`src/design/pgasp_regs.vh`:
```
// What this block does
// [RL1] first byte of each word is instruction, second byte its operand
// [RL2] frame opens with chip select low; command applied when chip select rises
// [RL3] serial output always driven, forced low while chip select is high
// [RL4] both idle-low (0,0) and idle-high (1,1) clock modes accepted
// [RL5] input sampled on rising serial clock, output shifted on falling edge
// [RL6] in mode 0,0 chip select fall presents the first output bit
// [RL7] clock count not a multiple of 16 aborts the command
// [RL8] instruction, gain, channel registers are 8-bit write-only, no defaults; reset clears them to zero here
// [RL9] one chip select high-low-high cycle brings sequencer to known state
// [RL10] instruction: command in bits 7-5, register select in bit 0
// [RL11] 000 nop, 001 shutdown, 010 write, other codes act as nop
// [RL12] shutdown entered only after full word and chip select rise
// [RL13] write command leaves shutdown; repeated shutdown does not toggle
// [RL14] nop and shutdown ignore all other bits of the word
// [RL15] write goes to channel when select bit is one, else gain
// [RL16] gain code bits 2-0 select 1,2,4,5,8,10,16,32
// [RL17] compensation select changes together with the gain code
// [RL18] channel write updates input multiplexer on two-input variant
// [RL19] shutdown disables amplifier and floats its output
// [RL20] channel bit 0 picks second input; single-input variant always first
// [RL21] gain and channel retained through shutdown
// [RL22] shift register cleared on chip select rise so next 16 bits out are zero
// [RL23] aborted frame leaves gain, channel and shutdown unchanged
// [RL24] shift logic held cleared while chip select is high
`ifndef PGASP_REGS_VH
`define PGASP_REGS_VH
`define PGASP_WORD_BITS 16
`define PGASP_CMD_MSB 7
`define PGASP_CMD_LSB 5
`define PGASP_SEL_BIT 0
`define PGASP_CMD_NOP 3'h0
`define PGASP_CMD_SHDN 3'h1
`define PGASP_CMD_WRITE 3'h2
`define PGASP_GAIN_MSB 2
`define PGASP_CHAN_BIT 0
`define PGASP_COMP_LARGE 2'h0
`define PGASP_COMP_MEDIUM 2'h1
`define PGASP_COMP_SMALL 2'h2
`endif

```
`src/design/pgasp_sync.v`:
```
`timescale 1ns/1ps
module pgasp_sync (
   input wire ref_clk_in,
   input wire rst_n_in,
   input wire d_in,
   output wire q_out
);
   reg s1_q;
   reg s2_q;
   // first stage read only by second stage
   always @(posedge ref_clk_in or negedge rst_n_in) begin
      if (!rst_n_in) begin
         s1_q <= 1'b0;
         s2_q <= 1'b0;
      end else begin
         s1_q <= d_in;
         s2_q <= s1_q;
      end
   end
   assign q_out = s2_q;
endmodule

```
`src/design/pgasp_spi_port.v`:
```
`timescale 1ns/1ps
`include "pgasp_regs.vh"
module pgasp_spi_port #(
   parameter TWO_INPUTS = 1
) (
   input wire ref_clk_in,
   input wire rst_n_in,
   input wire sck_in,
   input wire cs_n_in,
   input wire si_in,
   output reg so_out,
   output reg amp_enable_out,
   output reg amp_out_hiz_out,
   output reg [2:0] gain_code_out,
   output reg [1:0] comp_select_out,
   output reg input_channel_bit_out,
   output reg analog_input_second_out,
   output reg frame_abort_out
);
   ////////////////////////////////////////////////////////////////////////////
   wire sck_s;
   wire cs_n_s;
   wire si_s;
   reg sck_prev_q;
   reg cs_prev_q;
   reg [15:0] shift_q;
   reg [3:0] bit_cnt_q;
   reg any_clk_q;
   reg [7:0] instr_q;
   reg [7:0] gain_q;
   reg [7:0] chan_q;
   reg shdn_q;
   reg known_q;
   wire sck_rise;
   wire sck_fall;
   wire cs_fall;
   wire cs_rise;
   wire [15:0] word;
   wire [2:0] cmd;
   wire frame_ok;

   // pins cross from the serial domain through two flops each
   pgasp_sync u_sync_sck (.ref_clk_in(ref_clk_in), .rst_n_in(rst_n_in), .d_in(sck_in), .q_out(sck_s));
   // cs idles high; reset value of its stage is low but a high pin shows after two edges
   pgasp_sync u_sync_cs (.ref_clk_in(ref_clk_in), .rst_n_in(rst_n_in), .d_in(cs_n_in), .q_out(cs_n_s));
   pgasp_sync u_sync_si (.ref_clk_in(ref_clk_in), .rst_n_in(rst_n_in), .d_in(si_in), .q_out(si_s));

   // either idle level works: only edges inside a frame count
   assign sck_rise = sck_s & ~sck_prev_q; // RL4
   assign sck_fall = ~sck_s & sck_prev_q; // RL4
   assign cs_fall = ~cs_n_s & cs_prev_q;
   assign cs_rise = cs_n_s & ~cs_prev_q;

   ////////////////////////////////////////////////////////////////////////////
   // compensation band follows the gain code
   function [1:0] comp_of;
      input [2:0] g;
      begin
         if (g <= 3'h1) begin
            comp_of = `PGASP_COMP_LARGE;
         end else if (g <= 3'h5) begin
            comp_of = `PGASP_COMP_MEDIUM;
         end else begin
            comp_of = `PGASP_COMP_SMALL;
         end
      end
   endfunction

   // last sampled bit joins the word at the final rising edge of the serial clock
   assign word = shift_q;
   assign cmd = word[15-(7-`PGASP_CMD_MSB):13]; // RL1 RL10
   // whole words only: counter back at zero and at least one clock seen
   assign frame_ok = (bit_cnt_q == 4'h0) && any_clk_q && known_q; // RL7 RL9

   ////////////////////////////////////////////////////////////////////////////
   always @(posedge ref_clk_in or negedge rst_n_in) begin
      if (!rst_n_in) begin
         sck_prev_q <= 1'b0;
         // matches the sync stage reset level, so no false fall right after reset
         cs_prev_q <= 1'b0;
         shift_q <= 16'h0000;
         bit_cnt_q <= 4'h0;
         any_clk_q <= 1'b0;
         so_out <= 1'b0;
         known_q <= 1'b0;
      end else begin
         sck_prev_q <= sck_s;
         cs_prev_q <= cs_n_s;
         if (cs_n_s) begin
            // held cleared between frames
            shift_q <= 16'h0000; // RL22 RL24
            bit_cnt_q <= 4'h0; // RL24
            any_clk_q <= 1'b0;
            so_out <= 1'b0; // RL3
         end else begin
            if (cs_fall) begin
               known_q <= 1'b1; // RL9
               so_out <= shift_q[15]; // RL6
            end
            if (sck_rise) begin
               shift_q <= {shift_q[14:0], si_s}; // RL5
               bit_cnt_q <= bit_cnt_q + 4'h1;
               any_clk_q <= 1'b1;
            end else if (sck_fall && !cs_fall) begin
               so_out <= shift_q[15]; // RL5
            end
         end
      end
   end

   ////////////////////////////////////////////////////////////////////////////
   // registers have no power-up value in silicon; flops reset to zero here
   always @(posedge ref_clk_in or negedge rst_n_in) begin
      if (!rst_n_in) begin
         instr_q <= 8'h00;
         gain_q <= 8'h00;
         chan_q <= 8'h00;
         shdn_q <= 1'b0;
         frame_abort_out <= 1'b0;
      end else begin
         frame_abort_out <= 1'b0;
         if (cs_rise && known_q) begin // RL2
            if (!frame_ok) begin
               frame_abort_out <= 1'b1; // RL7 RL23
            end else begin
               instr_q <= {word[15:13], 4'h0, word[8]}; // RL8 RL10
               case (cmd) // RL11
                  `PGASP_CMD_SHDN: begin
                     shdn_q <= 1'b1; // RL12 RL13 RL14
                  end
                  `PGASP_CMD_WRITE: begin
                     shdn_q <= 1'b0; // RL13 RL21
                     if (word[8]) begin
                        chan_q <= {7'h00, word[0]}; // RL15 RL20
                     end else begin
                        gain_q <= {5'h00, word[2:0]}; // RL15 RL16
                     end
                  end
                  default: begin
                     shdn_q <= shdn_q; // RL14
                  end
               endcase
            end
         end
      end
   end

   ////////////////////////////////////////////////////////////////////////////
   always @(posedge ref_clk_in or negedge rst_n_in) begin
      if (!rst_n_in) begin
         amp_enable_out <= 1'b0;
         amp_out_hiz_out <= 1'b1;
         gain_code_out <= 3'h0;
         comp_select_out <= `PGASP_COMP_LARGE;
         input_channel_bit_out <= 1'b0;
         analog_input_second_out <= 1'b0;
      end else begin
         amp_enable_out <= ~shdn_q; // RL19
         amp_out_hiz_out <= shdn_q; // RL19
         gain_code_out <= gain_q[`PGASP_GAIN_MSB:0]; // RL16
         comp_select_out <= comp_of(gain_q[`PGASP_GAIN_MSB:0]); // RL17
         input_channel_bit_out <= chan_q[`PGASP_CHAN_BIT];
         // single-input build always selects the first input
         analog_input_second_out <= (TWO_INPUTS != 0) & chan_q[`PGASP_CHAN_BIT]; // RL18 RL20
      end
   end
endmodule

```
`config.mk`:
```
export PLATFORM = sky130hd
export DESIGN_NAME = pgasp_spi_port
export DESIGN_NICKNAME = d
export VERILOG_FILES = /design/src/design/pgasp_sync.v /design/src/design/pgasp_spi_port.v
export VERILOG_INCLUDE_DIRS = /design/src /design/src/design
export SDC_FILE = /design/constraint.sdc
export NUM_CORES = 1
export LEC_CHECK = 0
export ABC_CLOCK_PERIOD_IN_PS = 1900
export BUFFER_PORTS_ARGS = -buffer_cell sky130_fd_sc_hd__clkbuf_2
export CAP_MARGIN = 20
export CORE_AREA = 10 10 73 106
export DETAILED_ROUTE_END_ITERATION = 8
export DIE_AREA = 0 0 83 116
export SKIP_LAST_GASP = 1
export SLEW_MARGIN = 0
export SYNTH_ARGS = -nofsm -noshare
export SYNTH_HDL_FRONTEND = slang
export SYNTH_HIERARCHICAL = 1
export SYNTH_SLANG_ARGS = --single-unit
```
`constraint.sdc`:
```
create_clock -name ref_clk_in -period 1.9 [get_ports ref_clk_in]
set_input_delay 0.285 -clock ref_clk_in [delete_from_list [all_inputs] [get_ports ref_clk_in]]
set_output_delay 0.285 -clock ref_clk_in [all_outputs]
set_load 0.03 [all_outputs]
```
* After elaboration in Yosys (flattened, before gate mapping)
Index checks and enable logic that the tools add are counted.
** Cells by class
- Mux-type cells :: 15
- Reduce and logical (&&, ||, !) cells :: 12
- Bitwise gates (word level) :: 10
- Add/sub/neg operators :: 1
- Eq/ne operators :: 2
- Order comparisons :: 2
** Operator list (count)
- $mux W16 :: 2
- $mux W1 :: 8
- $mux W4 :: 2
- $reduce_and A4 Y1 :: 2
- $not A1 Y1 :: 6
- $add A4 B1 Y4 const B :: 1
- $and A1 B1 Y1 :: 4
- $logic_and A1 B1 Y1 :: 4
- $logic_not A4 Y1 :: 1
- $mux W2 :: 2
- $reduce_bool A2 Y1 :: 2
- $eq A3 B1 Y1 const B :: 1
- $eq A3 B2 Y1 const B :: 1
- $le A3 B1 Y1 const B :: 1
- $le A3 B3 Y1 const B :: 1
- $reduce_and A3 Y1 :: 1
- $pmux W1 S2 :: 1
- $reduce_and A2 Y1 :: 1
- $logic_not A1 Y1 :: 1
** Word-level totals
- Word-level logic and storage cells :: 64
- Bits in registers :: 45

* Depth between registers and ports, before layout
Gate-level depths: netlist of the first run.
- Depth in word-level cells :: 7
- Gate-level depth with buffers :: 5

* By module
Netlist of the first run, hierarchy kept.
** By module, submodules not included
- pgasp_spi_port :: sequential area each 977.2 um^2, area each 1562.7 um^2, cells an instance 141, times used 1
- pgasp_sync :: sequential area each 50.0 um^2, area each 50.0 um^2, cells an instance 2, times used 3

* Worst setup path after synthesis of the first run
No wires, ideal clock.
- Path type :: register -> register
- Start :: register bit_cnt_q[0]
- End :: register chan_q[0]
- Data required time :: 1.772 ns
- Arrival time :: 1.335 ns
- Buffers on the path :: 0
- Clock period less this slack :: 1.462 ns
- Library setup time :: 0.128 ns
- Setup slack :: 0.438 ns
- Stages on the path, launching flop included :: 6
- Cells stage by stage :: dfrtp_1 inv_1 ha_1 nand4bb_1 nor4_1 mux2_1
** Between the ends
- Longest elaborated chain between the ends :: 4
** RTL lines
- start, declared :: RTL line pgasp_spi_port.v:27 : reg [3:0] bit_cnt_q;
- start signal, assigned :: RTL line pgasp_spi_port.v:102 : bit_cnt_q <= bit_cnt_q + 4'h1;
- $logic_not A4 Y1 :: RTL line pgasp_spi_port.v:73 : assign frame_ok = (bit_cnt_q == 4'h0) && any_clk_q && known_q;
- $logic_and A1 B1 Y1 (2 in a row) :: RTL line pgasp_spi_port.v:73
- $reduce_and A4 Y1 (no line)
- end signal, assigned :: RTL line pgasp_spi_port.v:134 : chan_q <= {7'h00, word[0]};
- end, declared :: RTL line pgasp_spi_port.v:31 : reg [7:0] chan_q;
Every way passes these cells.
A chain may end at the register's enable or synchronous reset.

* Worst setup path after layout of the first run
Ends and elaborated chain as after synthesis.

==> key figures, run 1 <==
Detailed routing
  • 1st-iter DRT viols: 75
  • Final WL: 2.919 mm
  • Vias: 1088
  • Detailed-route DRC error count: 0
  • Avg WL per Cell: 12.26 um
  • Vias/cell: 4.571
  • Final ANT Viol Nets: 0
  • First-pass detailed-route iteration total: 4

Synthesis
  • Syn Nets: 155
  • Avg Cell Area, Syn: 11.65 um2
  • Post-Synthesis Cell Area: 1713 um2
  • Async SR Flop Fraction: 1.000
  • Largest area contributor in the netlist: dfrtp_1
  • Top cells by count, synth: dfrtp_1, nand2_1, a21oi_1
  • Synth warn: 6
  • FF+latch count, synth: 45
  • Ranking of synthesized cells by area: dfrtp_1, nand2_1, a21oi_1, mux2_4, ha_1
  • Syn Inst Count: 147
  • Distinct cells, synth: 29
  • Dominant register cell in the synthesized netlist: dfrtp_1
  • EDFF count, synth: 0
  • Seq/Total Area, Yosys: 0.6581
  • Area share of the largest cell type after synthesis: 0.6428
  • Most common cell in the netlist: dfrtp_1

Clocking
  • CTS buffer count: 5
  • Cts hold-fix bufs: 0
  • CTS tree: yes
  • Clock-pin slew on the worst setup and hold paths: 90 ps
  • Post-CTS sizing: 0
  • Clock latency on the worst-skew pair: 300 ps
  • CTS sink count: 45
  • Setup Buffers After CTS: 0
  • CTS Root Cell: clkbuf_8
  • CTS Buffer Depth: 2
  • Clock H-tree levels: 2

STA
  • Final Skew: 7.329 ps
  • Setup TNS: 0 ps
  • Unrepaired setup endpoints after global routing: false
  • Min Clock Period, post-route: 1565 ps
  • Setup ws final: 334.9 ps
  • Final hold viol count: 0
  • Final Setup Violations: 0
  • Worst slew pin tran: 569.3 ps
  • Fmax: 0.6389 GHz
  • Worst hold slack: 52.88 ps
  • Max transition margin: 0.6204
  • Period utilisation layout: 0.8238
  • Pins over their slew limit: 0

Setup path
  • Crit path capture type: flop
  • Critical path fanouts, max: 4
  • CP Data Arrival Time: 1750 ps
  • Worst path required time: 2090 ps
  • CP Class: flop to flop
  • Critical Path Start Type: flop

Die
  • Core Region: 5786 um2
  • Initial Util: 0.2961
  • Row count: 34
  • Die Area: 9628 um2
  • Die H: 116 um
  • Die X-Extent: 83 um
  • I/O pin count: 16

Layout
  • Fillers: 615
  • Antenna diodes: 0
  • Layout cells sized above 1: 0.2048
  • Final Util: 0.3462
  • Nets@finish: 173
  • Area grow syn2layout: 16.95%

Global routing
  • Met3 usage: 0.02809
  • Global-route wire length before repair: 5.223 mm
  • Largest net degree at the start of global routing: 46
  • Met1 global-route usage: 0.06861
  • Initial antenna violation count: 0
  • Most Crowded Layer GR: met2
  • Vias in the first global route: 1100
  • Gr usage total: 0.06476
  • Met2 usage: 0.1090
  • Gr ovfl total: 0

Power and ir drop
  • Peak supply drop: 0.3291 mV
  • Clk pwr share: 0.449
  • Lkg Pwr: 0.9317 nW
  • Power Density: 958.0 nW/um2
  • Sequential fraction of design power: 0.512
  • Internal: 1.522 mW
  • Sw Ratio: 0.2069
  • P_sw: 397.1 uW
  • Logic pwr share: 0.039

Place
  • Buffers added on ports: 15
  • DP HPWL: 1.938 mm
  • DP Worst Slack: 340.4 ps
  • GPL Wtd Cong: 0.7581

Min path
  • HP Class: input port to async pin

Job
  • Max Cap Viol: 0

Outcome
  • Outcome: finished clean
power by group through the flow:
stage	logic (mW)	clock network [mW]	registers, mW
after floorplan	0.0398	0	1.00
after detailed placement	0.0778	0	1.00
final	0.0749	0.862	0.982
after global placement	0.0771	0	1.00
after CTS	0.0780	0.888	0.982
after global routing	0.0852	0.916	0.985
through the flow:
stage / total power [mW] / instance area [um2] / instances
global route: 1.985 / 2003 / 238
global placement: 1.078 / 1866 / 230
finish: 1.919 / 2003 / 238
detailed placement: 1.079 / 1866 / 230
floorplan: 1.041 / 1713 / 147
CTS: 1.948 / 2003 / 238
worst paths after layout:
| path | start | end | slack, ps | depth (start not counted) |
|---|---|---|---|---|
| hold reg to reg | u_sync_si/s1_q$_DFF_PN0_ | u_sync_si/q_out$_DFF_PN0_ | 360 | 0 |
| min in group ref_clk_in | si_in | u_sync_si/s1_q$_DFF_PN0_ | 90 | 1 |
| hold / removal | rst_n_in | u_sync_cs/s1_q$_DFF_PN0_ | 50 | 2 |
| setup reg to reg | bit_cnt_q[0]$_DFFE_PN0P_ | chan_q[0]$_DFFE_PN0P_ | 330 | 5 |
| max in group asynchronous | rst_n_in | amp_out_hiz_out$_DFF_PN1_ | 1440 | 2 |
| setup / recovery | bit_cnt_q[0]$_DFFE_PN0P_ | chan_q[0]$_DFFE_PN0P_ | 330 | 5 |
kinds of logic (layout without fill, tap and decap cells):
| group | Yosys count | count (layout) | synth area share |
|---|---|---|---|
| multiplexers | 4 | 4 | 0.03287 |
| adder cells (fa/ha/maj) | 3 | 3 | 0.02192 |
| AO/OA/AOI/OAI | 25 | 25 | 0.07744 |
| flip-flops | 45 | 45 | 0.6581 |
| AND/OR/NAND/NOR | 57 | 57 | 0.1709 |
| XOR/XNOR | 1 | 1 | 0.005114 |
| buffers and inverters | 12 | 31 | 0.03360 |
registers in the layout (all words and copies together), names as in the netlist, 2 cells and up:
| register | count |
|---|---|
| gain_q | 3 |
| gain_code_out | 3 |
| shift_q | 16 |
| comp_select_out | 2 |
| bit_cnt_q | 4 |
layout make-up:
| class | instances | area (um2) | share of cell area |
|---|---|---|---|
| Clock inverter | 3 | 68.82 | 0.03435 |
| Inverter | 4 | 15.01 | 0.007495 |
| Multi-Input combinational cell | 90 | 528.0 | 0.2636 |
| Sequential cell | 45 | 1127 | 0.5628 |
| Tap cell | 72 | 90.09 | 0.04497 |
| Timing Repair Buffer | 19 | 105.1 | 0.05247 |
| Clock buffer | 5 | 68.82 | 0.03435 |
worst max-delay path: stages (launching register included):
cell and delay, ps:
dfrtp_1 410, inv_1 80, ha_1 160, nand4bb_1 130, nor4_1 330, mux2_1 350
cell usage in the layout, fill, tap and decap left out, types with 2 or more instances in the layout:
cell type / Yosys / routed
nor2b_1: 2 / 2
ha_1: 3 / 3
mux2_4: 3 / 3
inv_1: 4 / 4
buf_4: 2 / 4
nand2_1: 38 / 38
nor2_1: 4 / 4
clkbuf_8: 0 / 5
nand4bb_1: 2 / 2
o21ai_0: 2 / 2
nor3_1: 2 / 2
clkbuf_2: 0 / 15
a21oi_1: 20 / 20
dfrtp_1: 44 / 44
bufinv_16: 0 / 2
per-layer routing:
metal	wire length, um	up-vias
li1	-	518
met1	1169	543
met2	1486	20
met3	182	7
met4	80	0
met5	0	-
(Power assumes the default switching activity.)
==> run 2, diff against run 1 <==
--- a/config.mk
+++ b/config.mk
@@ -6,7 +6,7 @@
 export SDC_FILE = /design/constraint.sdc
 export NUM_CORES = 1
 export LEC_CHECK = 0
-export ABC_CLOCK_PERIOD_IN_PS = 1900
+export ABC_CLOCK_PERIOD_IN_PS = 1320
 export BUFFER_PORTS_ARGS = -buffer_cell sky130_fd_sc_hd__clkbuf_2
 export CAP_MARGIN = 20
 export CORE_AREA = 10 10 73 106
==> constraint.sdc (replaced) <==
create_clock -name ref_clk_in -period 1.32 [get_ports ref_clk_in]
set_input_delay 0.198 -clock ref_clk_in [delete_from_list [all_inputs] [get_ports ref_clk_in]]
set_output_delay 0.198 -clock ref_clk_in [all_outputs]
set_load 0.03 [all_outputs]
==> run 2 against run 1 <==
The run now ends with setup timing left; fmax is 12% higher; core utilization is 2.3 points higher; global-route usage is 0.24 points higher; final cell count is 6.3% higher; clock power is 23% higher; clock-buffer cell count is 1 higher; flip-flop and latch count stayed put; routed wire length is 2.3% higher; design area is 6.6% higher; via count is 3.6% higher; critical path depth stayed put; sequential share of layout area is 3.5 points lower; critical endpoint is now gain_q[0]$_DFFE_PN0P_; largest cell class unchanged; largest power group unchanged.
==> key figures, run 2 (same netlist as run 1, synthesis figures left out) <==
Detailed routing
  • 1st-iter DRT viols: 28
  • Final WL: 2.986 mm
  • Final ANT Viol Nets: 0
  • First-pass detailed-route iteration total: 3
  • Detailed-route DRC error count: 0
  • Vias: 1127
  • Vias/cell: 4.455
  • Avg WL per Cell: 11.80 um

Layout
  • Commonest non-fill, non-tap cell in the layout: dfrtp_1
  • Area of the multi-input gates: 546.8 um2
  • Final Util: 0.3689
  • Reg with most FFs: shift_q
  • Area grow syn2layout: 24.62%
  • Reg area: 1127 um2
  • Commonest non-fill, non-tap cells in the layout: dfrtp_1, nand2_1, a21oi_1
  • Nets@finish: 188
  • Max reg flops: 16
  • Antenna diodes: 0
  • Post-route cell area: 2135 um2
  • Layout cells sized above 1: 0.2873
  • Top Registers: shift_q (16), bit_cnt_q (4)
  • Fillers: 615

STA
  • Fmax: 0.7171 GHz
  • Final hold viol count: 0
  • Unrepaired setup endpoints after global routing: true
  • Final Setup Violations: 5
  • Final Skew: 9.504 ps
  • Max transition margin: 0.8134
  • Min Clock Period, post-route: 1395 ps
  • Period utilisation layout: 1.056
  • Worst slew pin tran: 279.9 ps
  • Setup TNS: -318.5 ps
  • Setup ws final: -74.56 ps
  • Pins over their slew limit: 0

Setup path
  • CP Data Arrival Time: 1580 ps
  • Crit path largest cell delay: 400 ps
  • CP Class: flop to flop
  • Crit-path cells: inv_2, ha_4, and4bb_2, nand4_4, mux2_4
  • Levels on crit path: 5
  • Reg2Reg Depth: 5
  • Crit path capture type: flop
  • Critical path fanouts, max: 3
  • Critical Path Start Type: flop
  • FF-to-FF Start: bit_cnt_q[0]$_DFFE_PN0P_
  • Reg2reg end: gain_q[0]$_DFFE_PN0P_
  • CP Capture Point: gain_q[0]$_DFFE_PN0P_
  • Worst path bufs/invs: 1
  • Setup slack, reg-to-reg: -70 ps
  • Worst path required time: 1510 ps
  • Worst path slowest cell: dfrtp_1
  • Crit path max-delay family: flip-flops
  • Critical path launch point: bit_cnt_q[0]$_DFFE_PN0P_

Power and ir drop
  • Power Density: 1229 nW/um2
  • Peak supply drop: 0.5857 mV
  • Lkg Pwr: 0.9981 nW

Clocking
  • CTS sink count: 45
  • CTS Root Cell: clkbuf_8
  • Clock-pin slew on the worst setup and hold paths: 90 ps
  • CTS tree: yes
  • CTS buffer count: 5
  • Clock latency on the worst-skew pair: 290 ps
  • CTS Buffer Depth: 2
  • Clock H-tree levels: 2

Die
  • I/O pin count: 16
  • Die H: 116 um
  • Die Area: 9628 um2
  • Core Region: 5786 um2
  • Initial Util: 0.2961
  • Row count: 34
  • Die X-Extent: 83 um

Global routing
  • Initial antenna violation count: 0
  • Gr ovfl total: 0
  • Gr usage total: 0.06718
  • Vias in the first global route: 1205
  • Largest net degree at the start of global routing: 27
  • Global-route wire length before repair: 5.395 mm

Outcome
  • Outcome: complete, but fails checks
  • Violated checks: setup timing

Place
  • GPL Wtd Cong: 0.7327
  • Placed Area: 1953 um2
  • DP HPWL: 2.151 mm
  • Buffers added on ports: 15

Min path
  • HP Class: input port to flop

Job
  • Max Cap Viol: 0
## run 2: layout make-up
class	instances	area share
clock buffers	6	0.03869
flip-flops and latches	45	0.5281
repair buffers	34	0.1102
multi-input cells	90	0.2562
clock inverters	2	0.01758
inverters	4	0.007034
well taps	72	0.04220
## run 2: layer usage
layer	GRT usage	part of all wire
met2	0.1198	0.51
met5	0	0
met3	0.01685	0.035
met1	0.06470	0.41
met4	0.05467	0.041
## run 2: worst reg2reg max path, stage by stage, from the launching register on
cell and delay [ps]:
dfrtp_1 400, inv_2 80, ha_4 120, and4bb_2 270, nand4_4 110, mux2_4 310
## run 2: power by group
part	switching [mW]	total (mW)	internal (mW)
Clock	0.448	1.06	0.615
Combinational	0.0886	0.149	0.0601
Sequential	0.0135	1.41	1.40
## run 2: metrics by stage
step	worst slack (ps)	power [mW]	hold WS, ps	std cells
after floorplan	-110.3	1.499	-97.59	147
after global placement	-87.67	1.571	85.75	240
after detailed placement	-121.8	1.575	91.58	240
after CTS	-86.60	2.663	0.2840	252
after global routing	-140.5	2.727	11.16	253
final	-74.56	2.624	12.63	253
## run 2: worst min-delay path by stage
stage,start,to,slack (ps),cells past startpoint
2_1_floorplan,rst_n_in,amp_enable_out$_DFF_PN0_,-100,0
3_3_place_gp,rst_n_in,so_out$_DFF_PN0_,90,1
3_5_place_dp,rst_n_in,so_out$_DFF_PN0_,90,1
4_1_cts,sck_in,u_sync_sck/s1_q$_DFF_PN0_,0.3,1
5_1_grt,sck_in,u_sync_sck/s1_q$_DFF_PN0_,10,1
6_report,sck_in,u_sync_sck/s1_q$_DFF_PN0_,10,1
## run 2: what timing repair did
action	in CTS	in global routing
setup buffers	2	1
hold endpoints to repair	8	0
gates resized for setup	5	0
setup endpoints to repair	5	5
hold buffers	2	0
pin swaps	2	0
